==> config.mk <==
export PLATFORM = sky130hd
export DESIGN_NAME = sampler_message_decoder
export DESIGN_NICKNAME = d
export VERILOG_FILES = /design/src/design/sampler_message_decoder.v /design/src/design/param_count.v
export VERILOG_INCLUDE_DIRS = /design/src /design/src/design
export SDC_FILE = /design/constraint.sdc
export NUM_CORES = 1
export LEC_CHECK = 0
export BUFFER_PORTS_ARGS = -buffer_cell sky130_fd_sc_hd__buf_2
export CAP_MARGIN = 20
export CORE_MARGIN = 2
export CORE_UTILIZATION = 51
export CTS_CLUSTER_DIAMETER = 60
export CTS_CLUSTER_SIZE = 25
export DETAILED_ROUTE_END_ITERATION = 7
export PLACE_DENSITY = 0.85
export SYNTH_ARGS = -nofsm -noshare
export SYNTH_HDL_FRONTEND = slang
export SYNTH_HIERARCHICAL = 1
export SYNTH_SLANG_ARGS = --single-unit
==> constraint.sdc <==
create_clock -name REF_CLK -period 2.84 [get_ports REF_CLK]
set_input_delay 0.284 -clock REF_CLK [delete_from_list [all_inputs] [get_ports REF_CLK]]
set_output_delay 0.284 -clock REF_CLK [all_outputs]
set_load 0.02 [all_outputs]
==> src/design/msg_decoder_consts.vh <==
// constants for the sampler message decoder
`ifndef MSG_DECODER_CONSTS_VH
`define MSG_DECODER_CONSTS_VH
// descriptor field positions
`define HDR_PRESENT_BIT 19
`define WIDTH_HI 17
`define WIDTH_LO 16
`define TYPE_HI 15
`define TYPE_LO 12
`define SAMP_HI 11
`define SAMP_LO 8
`define BTI_HI 7
`define BTI_LO 0
// header field positions
`define MASK_A_BIT 15
`define MASK_R_BIT 12
`define OFFU_HI 11
`define OFFU_LO 8
`define OFFV_HI 7
`define OFFV_LO 4
`define OFFR_HI 3
`define OFFR_LO 0
// width encodings
`define W_QUAD 2'h0
`define W_EIGHT 2'h1
`define W_SIXTEEN 2'h2
`define W_WIDE 2'h3
// narrow message types
`define T_SAMPLE 4'h0
`define T_BIAS 4'h1
`define T_LEVEL 4'h2
`define T_CMP 4'h3
`define T_GRAD 4'h4
`define T_BIAS_CMP 4'h5
`define T_LEVEL_CMP 4'h6
`define T_LOAD 4'h7
`define T_GATHER 4'h8
`define T_LODQ 4'h9
`define T_SURFINFO 4'ha
`define T_SAMPINFO 4'hb
`define T_KILL 4'hc
// wide message types (five bits: bit 4 taken as zero)
`define WT_UNORM_PS 5'h00
`define WT_UNORM_K_PS 5'h02
`define WT_E8_PS 5'h03
`define WT_DEINT 5'h08
`define WT_UNORM_MD 5'h0c
`define WT_UNORM_K_MD 5'h0a
`define WT_E8_MD 5'h0b
// lengths
`define MAX_MSG_LEN 4'hb
`define RESP_QUAD 5'h01
`define RESP_EIGHT 5'h04
`define RESP_EIGHT_KILL 5'h05
`define RESP_SIXTEEN 5'h08
`define RESP_UNORM 5'h08
`define RESP_UNORM_KILL 5'h09
`define RESP_E8 5'h10
// register indices on the command port
`define REG_LAST_DESC 4'h0
`define REG_ERR_CNT 4'h1
`define REG_CTRL 4'h2
`define REG_LAST_LEN 4'h3
// control reset value: error detection on, header taken as sent
`define CTRL_RST 2'h1
// zero word for the last-descriptor register and read data
`define RST_ZERO 32'h0000_0000
`endif

==> src/design/sampler_message_decoder.v <==
// sampler request message decoder: descriptor and header interpretation
//
// Overview of operation
// two-bit width field selects lane count
// four-bit type field selects sampling operation
// sampler index ignored for load/info types
// requester keeps deinterlace/8x8 index alignment
// eight-bit binding table index selects surface
// no header means all header fields zero
// header bits 15:12 mask channel returns
// requester never masks all four channels
// signed 4-bit offsets, ignored for some types
// requester zeroes offsets for cube/buffer surfaces
// load and surface info parameters are integers
// omitted trailing parameters read as zero
// length is header plus width-scaled count
// requester never exceeds eleven registers
// response length by width and masks
// type codes map to fixed parameter lists
// unused-only registers are never sent
// wide messages: header plus one, fixed responses
// eight-by-eight loses four per mask
// descriptor bit 19 flags header phase
// length mismatch or overlong flags error
`include "msg_decoder_consts.vh"
`default_nettype none
module sampler_message_decoder (
  input wire REF_CLK,
  input wire RSTN,
  // register-style command port
  input wire [3:0] ADDR,
  input wire [31:0] WDATA,
  input wire WR,
  input wire RD,
  output reg [31:0] RDATA,
  // message request
  input wire MSG_VALID,
  input wire [31:0] DESC,
  input wire [31:0] HEADER,
  input wire [3:0] MSG_LEN,
  // decoded outputs, one cycle after request
  output reg DEC_VALID,
  output reg [1:0] LANE_WIDTH,
  output reg [4:0] OP_TYPE,
  output reg [3:0] SAMPLER_IDX,
  output reg [7:0] BIND_IDX,
  output reg [3:0] CHAN_MASK,
  output reg [3:0] OFF_U,
  output reg [3:0] OFF_V,
  output reg [3:0] OFF_R,
  output reg [3:0] PARAMS_SENT,
  output reg INT_PARAMS,
  output reg [4:0] RESP_LEN,
  output reg PROTO_ERR
);
  // register offsets (indices)
  // index 0 is read-only: a write there is dropped on purpose
  localparam [3:0] A_LAST_DESC = `REG_LAST_DESC;
  localparam [3:0] A_ERR_CNT = `REG_ERR_CNT;
  localparam [3:0] A_CTRL = `REG_CTRL;
  localparam [3:0] A_LAST_LEN = `REG_LAST_LEN;

  // field extraction
  // header phase flag
  wire hdr = DESC[`HDR_PRESENT_BIT];
  // lane width code
  wire [1:0] width = DESC[`WIDTH_HI:`WIDTH_LO];
  // operation code
  wire [3:0] typ = DESC[`TYPE_HI:`TYPE_LO];
  // wide codes have a fifth bit the descriptor cannot carry; taken as zero
  wire [4:0] wtyp = {1'b0, typ};
  // full list length, integer class and known-type flag from the table
  wire [3:0] n_full;
  wire int_p;
  wire type_ok;

  // parameter table lookup
  param_count u_pcount (
    .msg_type(typ),
    .n_params(n_full),
    .int_params(int_p),
    .valid_type(type_ok)
  );

  // control: bit0 enables error detection, bit1 forces header zero
  reg [1:0] ctrl_r;
  // software-visible status: last request and running error count
  reg [31:0] last_desc_r;
  reg [15:0] err_cnt_r;
  reg [3:0] last_len_r;

  // combinational decode results
  reg [3:0] mask_nxt;
  reg [3:0] offu_nxt;
  reg [3:0] offv_nxt;
  reg [3:0] offr_nxt;
  reg [3:0] samp_nxt;
  reg [4:0] resp_nxt;
  reg [3:0] sent_nxt;
  // length bookkeeping: registers after the header, rounded full list
  reg len_ok;
  reg [5:0] body;
  reg [5:0] nq;
  // suppressed channels, each one shortens the W_SIXTEEN response and the wide responses other than deinterlace
  reg [2:0] nmask;
  // wide operation classes
  reg wide_e8;
  reg wide_unorm;
  reg wide_deint;
  reg wide_ok;
  reg no_offsets;

  // whole decode is one combinational pass; the result is registered below
  always @* begin
    wide_e8 = 1'b0;
    wide_unorm = 1'b0;
    wide_deint = 1'b0;
    wide_ok = 1'b0;
    body = 6'h00;
    sent_nxt = 4'h0;
    resp_nxt = 5'h00;
    len_ok = 1'b0;
    // missing header treated as all zero
    if (hdr && !ctrl_r[1]) begin
      // channel write masks a,b,g,r
      mask_nxt = HEADER[`MASK_A_BIT:`MASK_R_BIT];
      // signed offsets from header
      offu_nxt = HEADER[`OFFU_HI:`OFFU_LO];
      offv_nxt = HEADER[`OFFV_HI:`OFFV_LO];
      offr_nxt = HEADER[`OFFR_HI:`OFFR_LO];
    end else begin
      mask_nxt = 4'h0;
      offu_nxt = 4'h0;
      offv_nxt = 4'h0;
      offr_nxt = 4'h0;
    end
    // count of masked channels; all four set is the requester's fault
    nmask = {2'b00, mask_nxt[0]} + {2'b00, mask_nxt[1]} + {2'b00, mask_nxt[2]}
      + {2'b00, mask_nxt[3]};
    // index unused for load and info types
    samp_nxt = DESC[`SAMP_HI:`SAMP_LO];
    if (width != `W_WIDE && (typ == `T_LOAD || typ == `T_SURFINFO || typ == `T_SAMPINFO)) begin
      samp_nxt = 4'h0;
    end
    // rounded list length, only the quad form uses it
    nq = 6'h00;
    case (width)
      // four-by-two: count rounded up to four
      `W_QUAD: begin
        body = {2'b00, MSG_LEN} - {5'h00, hdr};
        nq = {2'b00, n_full} + 6'h03;
        // shorter messages allowed, up to full list
        len_ok = type_ok && body != 6'h00 && body <= {2'b00, nq[5:2]};
        // whole registers of parameters only
        sent_nxt = body[3:0] << 2;
        // one register back
        resp_nxt = `RESP_QUAD;
      end
      `W_EIGHT: begin
        body = {2'b00, MSG_LEN} - {5'h00, hdr};
        len_ok = type_ok && body <= {2'b00, n_full};
        sent_nxt = body[3:0];
        // kill-mask form adds one
        resp_nxt = (typ == `T_KILL) ? `RESP_EIGHT_KILL : `RESP_EIGHT;
      end
      `W_SIXTEEN: begin
        body = {2'b00, MSG_LEN} - {5'h00, hdr};
        len_ok = type_ok && !body[0] && body <= {1'b0, n_full, 1'b0};
        sent_nxt = body[4:1];
        // minus two per masked channel
        resp_nxt = `RESP_SIXTEEN - {1'b0, nmask, 1'b0};
      end
      default: begin
        // wide types: header plus one
        wide_e8 = (wtyp == `WT_E8_PS || wtyp == `WT_E8_MD);
        wide_deint = (wtyp == `WT_DEINT);
        wide_unorm = (wtyp == `WT_UNORM_PS || wtyp == `WT_UNORM_MD);
        wide_ok = wide_e8 || wide_deint || wide_unorm
          || wtyp == `WT_UNORM_K_PS || wtyp == `WT_UNORM_K_MD;
        // unknown wide codes fail the length check as well
        len_ok = wide_ok && MSG_LEN == 4'h1 + {3'h0, hdr};
        sent_nxt = 4'h0;
        if (wide_e8) begin
          // four fewer per masked channel
          resp_nxt = `RESP_E8 - {nmask, 2'b00};
        end else if (wide_unorm) begin
          resp_nxt = `RESP_UNORM - {1'b0, nmask, 1'b0};
        end else if (wide_ok && !wide_deint) begin
          resp_nxt = `RESP_UNORM_KILL - {1'b0, nmask, 1'b0};
        end else begin
          // deinterlace length set by sampler state
          resp_nxt = 5'h00;
        end
      end
    endcase
    // offsets ignored for unorm, 8x8 and deinterlace
    no_offsets = (width == `W_WIDE);
    if (no_offsets) begin
      offu_nxt = 4'h0;
      offv_nxt = 4'h0;
      offr_nxt = 4'h0;
    end
    // masks ignored for deinterlace; relies on requester for
    if (wide_deint) begin
      mask_nxt = 4'h0;
    end
  end

  // decoded outputs, registered
  always @(posedge REF_CLK or negedge RSTN) begin
    if (!RSTN) begin
      DEC_VALID <= 1'b0;
      LANE_WIDTH <= 2'h0;
      OP_TYPE <= 5'h00;
      SAMPLER_IDX <= 4'h0;
      BIND_IDX <= 8'h00;
      CHAN_MASK <= 4'h0;
      OFF_U <= 4'h0;
      OFF_V <= 4'h0;
      OFF_R <= 4'h0;
      PARAMS_SENT <= 4'h0;
      INT_PARAMS <= 1'b0;
      RESP_LEN <= 5'h00;
      PROTO_ERR <= 1'b0;
    end else begin
      // strobe follows MSG_VALID one cycle later; fields hold until the next request
      DEC_VALID <= MSG_VALID;
      if (MSG_VALID) begin
        // width passes through
        LANE_WIDTH <= width;
        // type identifies operation
        OP_TYPE <= wtyp;
        // index already zeroed where unused
        SAMPLER_IDX <= samp_nxt;
        // binding table entry
        BIND_IDX <= DESC[`BTI_HI:`BTI_LO];
        // masks as sent, zero when no header
        CHAN_MASK <= mask_nxt;
        // offsets kept as 4-bit two's complement; the core sign-extends
        OFF_U <= offu_nxt;
        OFF_V <= offv_nxt;
        OFF_R <= offr_nxt;
        // only the count leaves here; the core zero-fills the rest
        PARAMS_SENT <= sent_nxt;
        // integer class for load and surface info
        INT_PARAMS <= (width != `W_WIDE) && int_p;
        // deinterlace reports zero: its length depends on sampler state
        RESP_LEN <= resp_nxt;
        // mismatch or overlong is error
        PROTO_ERR <= ctrl_r[0] && (!len_ok || MSG_LEN > `MAX_MSG_LEN);
      end else begin
        // a pulse beside the strobe, never sticky
        PROTO_ERR <= 1'b0;
      end
    end
  end

  // register writes and status capture
  always @(posedge REF_CLK or negedge RSTN) begin
    if (!RSTN) begin
      ctrl_r <= `CTRL_RST;
      last_desc_r <= `RST_ZERO;
      err_cnt_r <= 16'h0000;
      last_len_r <= 4'h0;
    end else begin
      // whole control word replaced; upper bits have no meaning
      if (WR && ADDR == A_CTRL) begin
        ctrl_r <= WDATA[1:0];
      end
      // kept for software debug of a rejected request
      if (MSG_VALID) begin
        last_desc_r <= DESC;
        last_len_r <= MSG_LEN;
      end
      // counter increment wins over software clear
      if (PROTO_ERR) begin
        err_cnt_r <= err_cnt_r + 16'h0001;
      end else if (WR && ADDR == A_ERR_CNT) begin
        err_cnt_r <= 16'h0000;
      end
    end
  end

  // read data, one cycle after strobe
  // reads have no side effects, so software may poll freely
  always @(posedge REF_CLK or negedge RSTN) begin
    if (!RSTN) begin
      RDATA <= `RST_ZERO;
    end else if (RD) begin
      if (ADDR == A_LAST_DESC) begin
        RDATA <= last_desc_r;
      end else if (ADDR == A_ERR_CNT) begin
        RDATA <= {16'h0000, err_cnt_r};
      end else if (ADDR == A_CTRL) begin
        RDATA <= {30'h0000_0000, ctrl_r};
      end else if (ADDR == A_LAST_LEN) begin
        RDATA <= {28'h000_0000, last_len_r};
      end else begin
        // unmapped reads as zero
        RDATA <= `RST_ZERO;
      end
    end else begin
      RDATA <= `RST_ZERO;
    end
  end
endmodule // sampler_message_decoder
`default_nettype wire

==> src/design/param_count.v <==
// parameter count and float/int class per narrow message type
`include "msg_decoder_consts.vh"
`default_nettype none
module param_count (
  input wire [3:0] msg_type,
  output reg [3:0] n_params,
  output reg int_params,
  output reg valid_type
);
  // fixed parameter lists, count of full list per type
  always @* begin
    int_params = 1'b0;
    valid_type = 1'b1;
    case (msg_type)
      `T_SAMPLE: n_params = 4'h4;
      `T_BIAS: n_params = 4'h5;
      `T_LEVEL: n_params = 4'h5;
      `T_CMP: n_params = 4'h5;
      `T_GRAD: n_params = 4'ha;
      `T_BIAS_CMP: n_params = 4'h6;
      `T_LEVEL_CMP: n_params = 4'h6;
      `T_LOAD: begin
        n_params = 4'h5;
        int_params = 1'b1;
      end
      `T_GATHER: n_params = 4'h4;
      `T_LODQ: n_params = 4'h4;
      `T_SURFINFO: begin
        n_params = 4'h1;
        int_params = 1'b1;
      end
      `T_SAMPINFO: n_params = 4'h0;
      `T_KILL: n_params = 4'h3;
      default: begin
        n_params = 4'h0;
        valid_type = 1'b0;
      end
    endcase
  end
endmodule // param_count
`default_nettype wire

==> results of run 1 <==
[routing by layer]
metal / wire length, um / share of wire (%)
met1: 5181 / 38
met3: 801 / 5.9
met2: 7190 / 53
met5: 0 / 0
met4: 414 / 3.0
[power by group through the flow]
| stage | clock (mW) | combinational, mW | sequential (mW) |
|---|---|---|---|
| final | 2.08 | 0.771 | 1.96 |
| after global routing | 2.20 | 0.847 | 1.98 |
| after CTS | 2.11 | 0.757 | 1.95 |
| after detailed placement | 0 | 0.715 | 1.98 |
| after global placement | 0 | 0.676 | 1.97 |
| after floorplan | 0 | 0.434 | 2.01 |
[synthesized netlist by cell type (all sizes together) (3+ instances only)]
cell,count
ha,16
nand3,17
mux2i,14
nand2,35
o22ai,9
nor2b,7
o21a,5
nand4,5
o21ai,39
mux2,38
dfrtp,117
xnor2,5
a31oi,5
and3,11
nor3b,3
or2,3
a21oi,14
inv,42
clkbuf,7
o31ai,3
nor3,4
and2,17
buf,30
nor2,40
[final timing paths]
| path | cells after the start | to | slack, ps | startpoint |
|---|---|---|---|---|
| min in group asynchronous | 2 | BIND_IDX[4] | 270 | RSTN |
| max reg2reg | 11 | RESP_LEN[2] | 90 | ctrl_r[1] |
| max | 11 | RESP_LEN[2] | 90 | ctrl_r[1] |
| max in group asynchronous | 4 | RDATA[21] | 1660 | RSTN |
| min | 3 | last_desc_r[9] | 8 | DESC[9] |
| min reg2reg | 1 | RDATA[20] | 470 | last_desc_r[20] |
[kinds of logic after synthesis]
kind of cell	share of synthesized area, %
and+or+nand+nor	13.31
DFF	53.27
AOI/OAI and AO/OA	10.40
buffers and inverters	6.679
muxes	11.06
adders and majority gates	3.971
xor gates and xnor gates	1.241
other	0.06762
[per-stage QoR]
stage          hold WS [ps]  TNS [ps]  setup slack, ps
3_3_place_gp          456.9         0            27.82
6_report              8.150         0            87.19
3_5_place_dp          465.9    -31.18           -31.18
5_1_grt               1.812    -63.69           -63.69
2_1_floorplan        -11.59         0            249.0
4_1_cts              0.5912         0            1.977
[state kept, by name, indices dropped and copies added, names as in the netlist]
signal,flops
PROTO_ERR,1
last_desc_r,24
PARAMS_SENT,4
OFF_R,4
INT_PARAMS,1
DEC_VALID,1
RESP_LEN,5
LANE_WIDTH,1
CHAN_MASK,4
ctrl_r,2
OFF_V,4
last_len_r,4
RDATA,32
BIND_IDX,7
SAMPLER_IDX,4
OFF_U,4
err_cnt_r,16
[worst max-delay path, cell delays in order (launching register included)]
cell and delay [ps]:
dfrtp_1 430, nor2b_4 210, nand2_2 110, fa_1 540, inv_1 40, ha_1 210
ha_1 270, inv_1 40, ha_1 310, a21oi_2 150, a21oi_1 50, mux2_2 260
[cell type report]
class                   count  share of cell area, %
flip-flops and latches    118                  40.65
diodes                      1                0.03444
multi-input cells         320                  30.75
clock inverters             7                  1.274
clock buffers              25                  6.801
well taps                 140                  2.410
repair buffers            185                  15.91
inverters                  42                  2.169
[what timing repair did]
item                                    in CTS  in global routing
endpoints found under the setup margin       0                  3
endpoints found under the hold margin      112                  1
hold buffers                                35                  1
resized for setup                            0                  4
setup buffers                                0                  0
==> summary.md, run 1 <==
| Metric | Value |
|---|---|
| Syn avg cell area | around 11 um2 |
| Final RePlAce weighted congestion | between 0.9 and 1 |
| Final Non-Filler Cells | roughly 840 |
| Reg clk slew, reported paths | approximately 60 ps |
| Peak supply drop | around 0.0005 V |
| Die ar. | 11720 um2 |
| Mapped cell area | 5545 um2 |
| Ys Warns | 6 |
| Routing usage on met2 | roughly 43% |
| Chip width | roughly 110 um |
| HP Class | in -> reg |
| Status | complete, no violations |
| Seq. cell area | about 3000 um2 |
| Initial core utilization | 51.61% |
| Switching portion of total power | between 20% and 30% |
| Leading cell type in the layout, fill and taps excluded | buf_2 |
| Clock power frac | a little over two fifths |
| DR pass1 iterations | 5 |
| # setup viols final | 0 |
| Nets | between 800 and 900 |
| Synthesized Nets | 643 |
| Final hold vios | 0 |
| Final-report max-slew violation count | 0 |
| Internal power | approximately 3.5 mW |
| Met1 usage | approximately a quarter |
| F_max | roughly 0.36 GHz |
| Drt total wl | about 14000 um |
| Sequential power share | between 40% and 50% |
| CTS Buf Count | 17 |
| FFs w/ async S/R, synth | between 90% and 100% |
| Synth top area share | 52.80% |
| Number of vias per cell | approximately 5.4 |
| Worst Setup Path Type | reg -> reg |
| EDFF count, synth | 0 |
| Crit path launch type | register |
| Yosys top cell by area | dfrtp_1 |
| Placed cells | 768 |
| Period utilisation layout | 96.93% |
| Met3 usage | 6.450% |
| Min Tclk post-route | roughly 2800 ps |
| Filler Cells Inserted | just under 800 |
| Worst Clk Skew | around 5.2 ps |
| Root cell of the clock tree | clkbuf_8 |
| Busiest grt layer | met2 |
| H-tree lvl count | 4 |
| P_leak | about 3.6 nW |
| Row count | 38 |
| Main area contributors after synthesis | dfrtp_1, mux2_2, ha_1, inv_1, o21ai_0 |
| 1st-iter DRT viols | roughly 340 |
| CP Max Fanout | 5 |
| Largest net degree at the start of global routing | 83 |
| Register area share after synthesis | between 50 and 60% |
| Multi-input logic area | 2235 um2 |
| Post-Syn Instances | between 500 and 600 |
| Fin util | between 60 and 70% |
| Main synth FF type | dfrtp_1 |
| Sw power | between 1 and 1.5 mW |
| Core footprint | roughly 11000 um2 |
| Clk sinks | about 120 |
| Slew margin rel. | between 50% and 60% |
| Yosys reg bits | between 100 and 150 |
| Number of global-route vias before repair | approximately 4600 |
| Total Power | between 4 and 5 mW |
| Max Cap Viol | 0 |
| First-pass GRT wire length | between 20000 and 25000 um |
| DRC Markers | 0 |
| Via count | between 4000 and 5000 |
| Post-route ant nets | 0 |
| GRT Overall Usage | roughly 24% |
| Synth cell types | 57 |
| Die Ht | between 100 and 150 um |
| Boundary Pins | about 190 |
| Initial antenna violation count | 1 |
| GRT overflow | 0 |
| Finished Cell Area | about 7300 um2 |
| CP arrival | between 3000 and 4000 ps |
| Share of layout cells above drive strength 1 | 33.29% |
| Port Buf Inserts | 140 |
| Per-cell routed wire length | around 16 um |
| CP Data Required Time | 3250 ps |
| Placement Cell Area | ~6300 um2 |
| Area delta synth->final | 31.05% |
| Gate power share | 16.0% |
| Worst-Margin Slew | 736.5 ps |
| CTS tree | yes |
| Pwr/cell area | about 660 nW/um2 |
| Nature of the critical path endpoint | register |
| Commonest non-fill, non-tap cells in the layout | buf_2, dfrtp_1, inv_1 |
| Clk buf depth | 2 |
| Worst-Skew Late Latency | roughly 520 ps |
| HPWL reported at the end of detailed placement | just over 9000 um |
(Power assumes the default switching activity.)
==> run 2: changes to the inputs <==
Settings changed: CORE_UTILIZATION 51 to 50, PLACE_DENSITY 0.85 to 0.84, SYNTH_HIERARCHICAL 1 to unset.
==> run 2 against run 1 <==
Against the previous run:
- sequential power about the same
- design area down 1.8%
- global-route usage up 0.28 points
- sequential share of layout area up 0.73 points
- utilization down 1.5 points
- via count down 1.4%
- sequential cell count unchanged
- cell count down 1.1%
- highest routed layer unchanged
==> summary.md, run 2 <==
| Metric | Value |
|---|---|
| Status | complete, no violations |
| Clock power frac | ~44% |
| Die Ht | 109.0 um |
| 1st-iter DRT viols | 419 |
| Largest register FFs | 32 |
| Post-Syn Instances | 520 |
| Clk buf depth | 2 |
| Mux contribution to synthesized area | between 10% and 20% |
| Final Non-Filler Cells | between 800 and 900 |
| Gate power share | 15.5% |
| Port Buf Inserts | 140 |
| Clk sinks | between 100 and 150 |
| H-tree lvl count | 4 |
| Seq. cell area | a little under 3000 um2 |
| Number of vias per cell | about 5.4 |
| Chip width | around 110 um |
| Hold_ws | 18.35 ps |
| GRT overflow | 0 |
| Register area share after synthesis | a little over half |
| Worst Clk Skew | around 7.0 ps |
| Initial core utilization | 51.03% |
| First-pass GRT wire length | ~22000 um |
| Sequential power share | roughly two fifths |
| Top Registers | RDATA: 32 flops, last_desc_r: 24 flops, err_cnt_r: 16 flops |
| RSZ-0062 raised after global routing | false |
| Post-route ant nets | 0 |
| Min Tclk post-route | 2680 ps |
| CP Max Fanout | 5 |
| Commonest non-fill, non-tap cells in the layout | buf_2, dfrtp_1, o21ai_0 |
| Crit path launch type | register |
| Root cell of the clock tree | clkbuf_8 |
| Final RePlAce weighted congestion | ~0.83 |
| Switching portion of total power | 26.23% |
| Fin util | 66.14% |
| Synthesized Nets | ~650 |
| FFs w/ async S/R, synth | 100.0% |
| F_max | between 0.3 and 0.4 GHz |
| Final hold vios | 0 |
| P_leak | 3.556 nW |
| Worst Setup Path Type | reg -> reg |
| HPWL reported at the end of detailed placement | between 9000 and 10000 um |
| CTS Buf Count | 17 |
| Period utilisation layout | a little over nine tenths |
| Reg clk slew, reported paths | approximately 50 ps |
| DR pass1 iterations | 6 |
| Antenna Cells | 0 |
| Yosys reg bits | approximately 120 |
| EDFF count, synth | 0 |
| CP arrival | between 3000 and 4000 ps |
| Largest family of logic cells by synthesized area | simple AND/OR/NAND/NOR gates |
| Worst path buffer plus inverter count | 4 |
| Filler Cells Inserted | 816 |
| Sw power | approximately 1.3 mW |
| Per-cell routed wire length | roughly 17 um |
| CTS tree | yes |
| Nature of the critical path endpoint | register |
| Core footprint | approximately 11000 um2 |
| Max incr delay on CP | 390 ps |
| Crit path max-delay family | adder cells |
| Main synth FF type | dfrtp_1 |
| Most common cell in the netlist | dfrtp_1 |
| Largest net degree at the start of global routing | 60 |
| Setup TNS | 0 ps |
| Largest Register | RDATA |
| Via count | 4488 |
| Number of global-route vias before repair | 4523 |
| Main area contributors after synthesis | dfrtp_1, mux2_2, o21ai_0, ha_1, inv_1 |
| Worst-Skew Late Latency | roughly 510 ps |
| Max Cap Viol | 0 |
| Commonest cells in the netlist | dfrtp_1, o21ai_0, inv_1, nand2_1, nor2_1 |
| Synth top area share | 53.16% |
| Synth cell types | between 50 and 60 |
| Leading cell type in the layout, fill and taps excluded | buf_2 |
| Yosys top cell by area | dfrtp_1 |
| Synth Area in Compound Gates | roughly 11% |
| Worst-Margin Slew | between 700 and 800 ps |
| Slew margin rel. | between 40 and 50% |
| Multi-input logic area | about 2200 um2 |
| Peak supply drop | 0.0003788 V |
| HP Class | in -> reg |
| Drt total wl | ~14000 um |
| Ys Warns | 0 |
| DRC Markers | 0 |
| Syn avg cell area | around 11 um2 |
| Share of layout cells above drive strength 1 | 32.95% |
| Area delta synth->final | 29.60% |
| Setup repair bufs after CTS | 0 |
| Placed cells | 770 |
| Internal power | 3.566 mW |
| Crit path max-delay cell type | dfrtp_1 |
| CP Data Required Time | around 3200 ps |
| Total Power | roughly 4.8 mW |
| Initial antenna violation count | 0 |
| Die ar. | roughly 12000 um2 |
| GRT Overall Usage | 24.32% |
| Pwr/cell area | 677.2 nW/um2 |
| Synth Area in Adders | 4.407% |
| XOR/XNOR Fraction of Synth Area | under 10% |
| Post-synthesis simple-gate area fraction | between 10% and 20% |
| Cell Chain, Critical Path | nor2b_1, buf_4, nand2_1, inv_2, fa_1, ha_2, ha_1, inv_1, ha_1, buf_4, a21o_1, o311ai_1, o21ai_1 |
| Final-report max-slew violation count | 0 |
| Mapped cell area | about 5500 um2 |
| Boundary Pins | about 190 |
| Row count | 38 |
| # setup viols final | 0 |
| Nets | between 800 and 900 |
## run 2: changes by cell type after synthesis, moves of 4 or more
| cell | previous run | this run |
|---|---|---|
| xnor2_1 | 5 | 1 |
| clkbuf_1 | 7 | 16 |
| buf_2 | 14 | 8 |
| a21oi_1 | 14 | 20 |
| and3_1 | 11 | 7 |
| o21ai_1 | 9 | 0 |
| o21a_1 | 5 | 0 |
| o21ai_0 | 30 | 43 |
## run 2: cells by family (layout without fill, tap and decap cells)
logic type,Yosys count,in the layout
mux,50,50
simple gates,145,145
xor+xnor,5,5
flops,118,118
fa+ha+maj,19,19
compound gates,101,101
buf+inv,80,249
other cells,2,2
## run 2: worst reg2reg max path, stage by stage, from the launching register on
cell and delay, ps:
dfrtp_1 390, nor2b_1 130, buf_4 170, nand2_1 100
inv_2 70, fa_1 390, ha_2 200, ha_1 280
inv_1 40, ha_1 300, buf_4 140, a21o_1 160
o311ai_1 70, o21ai_1 90
## run 2: repair_timing
| action | in CTS | in global routing |
|---|---|---|
| setup endpoints to repair | 1 | 1 |
| endpoints found under the hold margin | 62 | 0 |
| hold buffers | 28 | 0 |
| resized for setup | 1 | 7 |
| pin swaps | 0 | 2 |
## run 2: routing by layer
| metal | GRT usage [%] | routed length [um] | up-vias |
|---|---|---|---|
| met5 | 0 | 0 | - |
| met4 | 10.62 | 289 | 0 |
| met3 | 5.021 | 574 | 26 |
| met2 | 41.84 | 7285 | 146 |
| met1 | 29.54 | 5565 | 2222 |
| li1 | - | - | 2094 |
## run 2: power groups by stage
| stage | Combinational, mW | Sequential (mW) | Clock (mW) |
|---|---|---|---|
| after floorplan | 0.420 | 2.00 | 0 |
| after global placement | 0.671 | 1.97 | 0 |
| after detailed placement | 0.706 | 1.98 | 0 |
| after CTS | 0.743 | 1.95 | 2.15 |
| after global routing | 0.825 | 1.98 | 2.23 |
| final | 0.750 | 1.96 | 2.13 |
## run 2: path summary, 6_finish.rpt
| check | startpoint | end | slack (ps) | cells past startpoint |
|---|---|---|---|---|
| min in group asynchronous | RSTN | RDATA[7] | 280 | 2 |
| max in group asynchronous | RSTN | RDATA[25] | 1820 | 3 |
| setup reg to reg | ctrl_r[1] | RESP_LEN[2] | 160 | 13 |
| hold reg to reg | last_desc_r[27] | RDATA[27] | 480 | 1 |
| setup / recovery | ctrl_r[1] | RESP_LEN[2] | 160 | 13 |
| hold / removal | DESC[6] | BIND_IDX[6] | 20 | 2 |
## run 2: cell type report
cell class / instances / share of cell area (%)
Timing Repair Buffer: 177 / 15.07
Clock inverter: 10 / 2.174
Inverter: 41 / 2.156
Clock buffer: 21 / 6.012
Sequential cell: 118 / 41.38
Multi-Input combinational cell: 322 / 30.74
Tap cell: 140 / 2.454
## run 2: metrics by stage
| stage | cell area [um2] | setup WS (ps) |
|---|---|---|
| final | 7138 | 159.6 |
| after global routing | 7138 | 6.603 |
| after CTS | 7131 | 15.18 |
| after detailed placement | 6266 | -30.93 |
| after global placement | 6266 | 37.68 |
| after floorplan | 5508 | 199.9 |
==> run 3: changes to the inputs <==
Settings changed: ABC_AREA set to 1, CORE_UTILIZATION 50 to 51, GPL_TIMING_DRIVEN set to 0, PLACE_DENSITY 0.84 to 0.89.
==> run 3 against run 2 <==
Against the previous run:
- worst setup slack better by 51 ps
- synthesized cell count is 27% higher
- cell count is 18% higher
- utilization is 0.89 points higher
- die area is 2.4% higher
- largest power group unchanged
- highest routed layer unchanged
==> summary.md, run 3 <==
| Metric | Value |
|---|---|
| Die ar. | 12160 um2 |
| Number of global-route vias before repair | roughly 4900 |
| Via count | about 5200 |
| Post-route ant nets | 0 |
| Largest Register | RDATA |
| Crit path launch type | register |
| FFs w/ async S/R, synth | between 90% and 100% |
| CP Data Required Time | about 3200 ps |
| Area delta synth->final | 27.29% |
| Final Non-Filler Cells | 977 |
| Boundary Pins | 188 |
| Synth cell types | 48 |
| Worst r2r path cells | 10 |
| P_leak | between 3 and 4 nW |
| Final hold vios | 0 |
| CTS Buf Count | 17 |
| First-pass GRT wire length | approximately 24000 um |
| Hold Path Depth | 1 |
| CP Max Fanout | 4 |
| Register area share after synthesis | 51.30% |
| Seq. cell area | around 3000 um2 |
| CTS tree | yes |
| Mapped cell area | about 5800 um2 |
| Port Buf Inserts | ~140 |
| Worst-Margin Slew | 583.2 ps |
| Clk buf depth | 2 |
| Period utilisation layout | a little over 90% |
| Reg clk slew, reported paths | around 60 ps |
| Core footprint | 10940 um2 |
| Slew margin rel. | approximately three fifths |
| CP arrival | a little under 3000 ps |
| Nets | around 950 |
| Synthesized Nets | between 700 and 800 |
| GRT Overall Usage | a little over a quarter |
| Worst Setup Path Type | reg -> reg |
| Post-Syn Instances | between 600 and 700 |
| Setup TNS | 0 ps |
| Yosys top cell by area | dfrtp_1 |
| 1st-iter DRT viols | between 300 and 400 |
| Multi-input logic area | between 2000 and 2500 um2 |
| RSZ-0062 raised after global routing | false |
| Syn avg cell area | 8.711 um2 |
| Min Tclk post-route | between 2000 and 3000 ps |
| Filler Cells Inserted | 860 |
| Main area contributors after synthesis | dfrtp_1, nand2_1, inv_1, o21ai_0, ha_1 |
| Largest register FFs | 32 |
| HP Class | in -> reg |
| Die Ht | around 110 um |
| Worst-Skew Late Latency | 420 ps |
| Placed cells | roughly 940 |
| Drt total wl | between 15000 and 20000 um |
| Number of vias per cell | between 5 and 6 |
| Final-report max-slew violation count | 0 |
| Hold_ws | 0.4389 ps |
| EDFF count, synth | 0 |
| Chip width | ~110 um |
| Yosys reg bits | 118 |
| Status | complete, no violations |
| Share of layout cells above drive strength 1 | between 20% and 30% |
| GRT overflow | 0 |
| Main synth FF type | dfrtp_1 |
| Root cell of the clock tree | clkbuf_16 |
| Largest net degree at the start of global routing | between 60 and 70 |
| Commonest cells in the netlist | nand2_1, dfrtp_1, inv_1, o21ai_0, nor2_1 |
| DRC Markers | 0 |
| Synth top area share | about 50% |
| Top Registers | RDATA: 32 flops, last_desc_r: 24 flops, err_cnt_r: 16 flops |
| F_max | 0.3803 GHz |
| Nature of the critical path endpoint | register |
| Per-cell routed wire length | roughly 16 um |
| Commonest non-fill, non-tap cells in the layout | buf_2, nand2_1, dfrtp_1 |
| Leading cell type in the layout, fill and taps excluded | buf_2 |
| Row count | 38 |
| Pwr/cell area | around 700 nW/um2 |
| Initial core utilization | 52.65% |
| Final RePlAce weighted congestion | 0.9312 |
| DR pass1 iterations | 5 |
| Worst Clk Skew | about 6.3 ps |
| Peak supply drop | 0.0003669 V |
| Clk sinks | 118 |
| # setup viols final | 0 |
| Ys Warns | 0 |
| Initial antenna violation count | 3 |
| H-tree lvl count | 4 |
| Max Cap Viol | 0 |
| HPWL reported at the end of detailed placement | approximately 11000 um |
| Fin util | between 60% and 70% |
| Most common cell in the netlist | nand2_1 |
run 3: cells by family (layout without fill, tap and decap cells):
logic type,Yosys count,count (layout),synth area share [%]
AOI/OAI and AO/OA,124,124,14.02
xor gates and xnor gates,2,2,0.3043
adders and majority gates,18,18,4.042
buffers and inverters,149,322,11.06
DFF,118,118,51.30
muxes,1,1,0.1956
other,2,5,0.1304
and+or+nand+nor,247,247,18.95
run 3: final timing paths:
check / start / end / slack (ps)
worst max-delay path: ctrl_r[1] / RESP_LEN[3] / 210
worst min-delay path: MSG_VALID / DEC_VALID / 0.4
worst max register to register: ctrl_r[1] / RESP_LEN[3] / 210
worst min register to register: INT_PARAMS / INT_PARAMS / 470
max in group asynchronous: RSTN / ctrl_r[0] / 1740
min in group asynchronous: RSTN / last_desc_r[29] / 390
run 3: report_power, final:
group	switching [mW]	internal, mW	leakage [nW]
Combinational	0.534	0.277	2.14
Sequential	0.132	1.85	1.54
Clock	0.819	1.52	0.310
Total	1.48	3.65	3.99
run 3: cell type report:
type / count / share of cell area [%]
clock inverter: 13 / 2.680
multi-input combinational: 394 / 29.57
inverter: 115 / 5.958
tap: 140 / 2.390
clock buffer: 19 / 6.180
antenna: 3 / 0.1024
buffer: 34 / 2.731
timing repair buffer: 141 / 10.09
sequential: 118 / 40.30
run 3: timing repair:
item,CTS,global route
hold buffers,1,0
gates resized for setup,0,0
endpoints found under the hold margin,58,0
buffers inserted,0,0
setup endpoints to repair,0,0
run 3: stage by stage:
| stage | area [um2] | power (mW) | setup WS (ps) |
|---|---|---|---|
| global route | 7330 | 5.328 | 50.19 |
| floorplan | 5758 | 2.483 | 508.8 |
| finish | 7330 | 5.131 | 210.5 |
| global placement | 6629 | 2.744 | 81.74 |
| detailed placement | 6663 | 2.782 | 246.2 |
| CTS | 7322 | 5.127 | 247.0 |
run 3: metal layers:
layer  share of wire [%]  wire [um]  global-route usage [%]  up-vias
li1                    -          -                       -     2420
met1                  38       5913                   32.75     2412
met2                  50       7702                   43.82      269
met3                 8.2       1277                   6.996       66
met4                 4.0        623                   13.13        0
met5                   0          0                       0        -
run 3: critical path, cell delays in order, from the launching register on:
cell and delay [ps]:
dfrtp_1 380, inv_1 180, nand2_1 140, nor2_1 190, fa_1 450, ha_1 240
ha_1 280, inv_1 40, ha_1 300, a31oi_1 240, a21oi_2 80
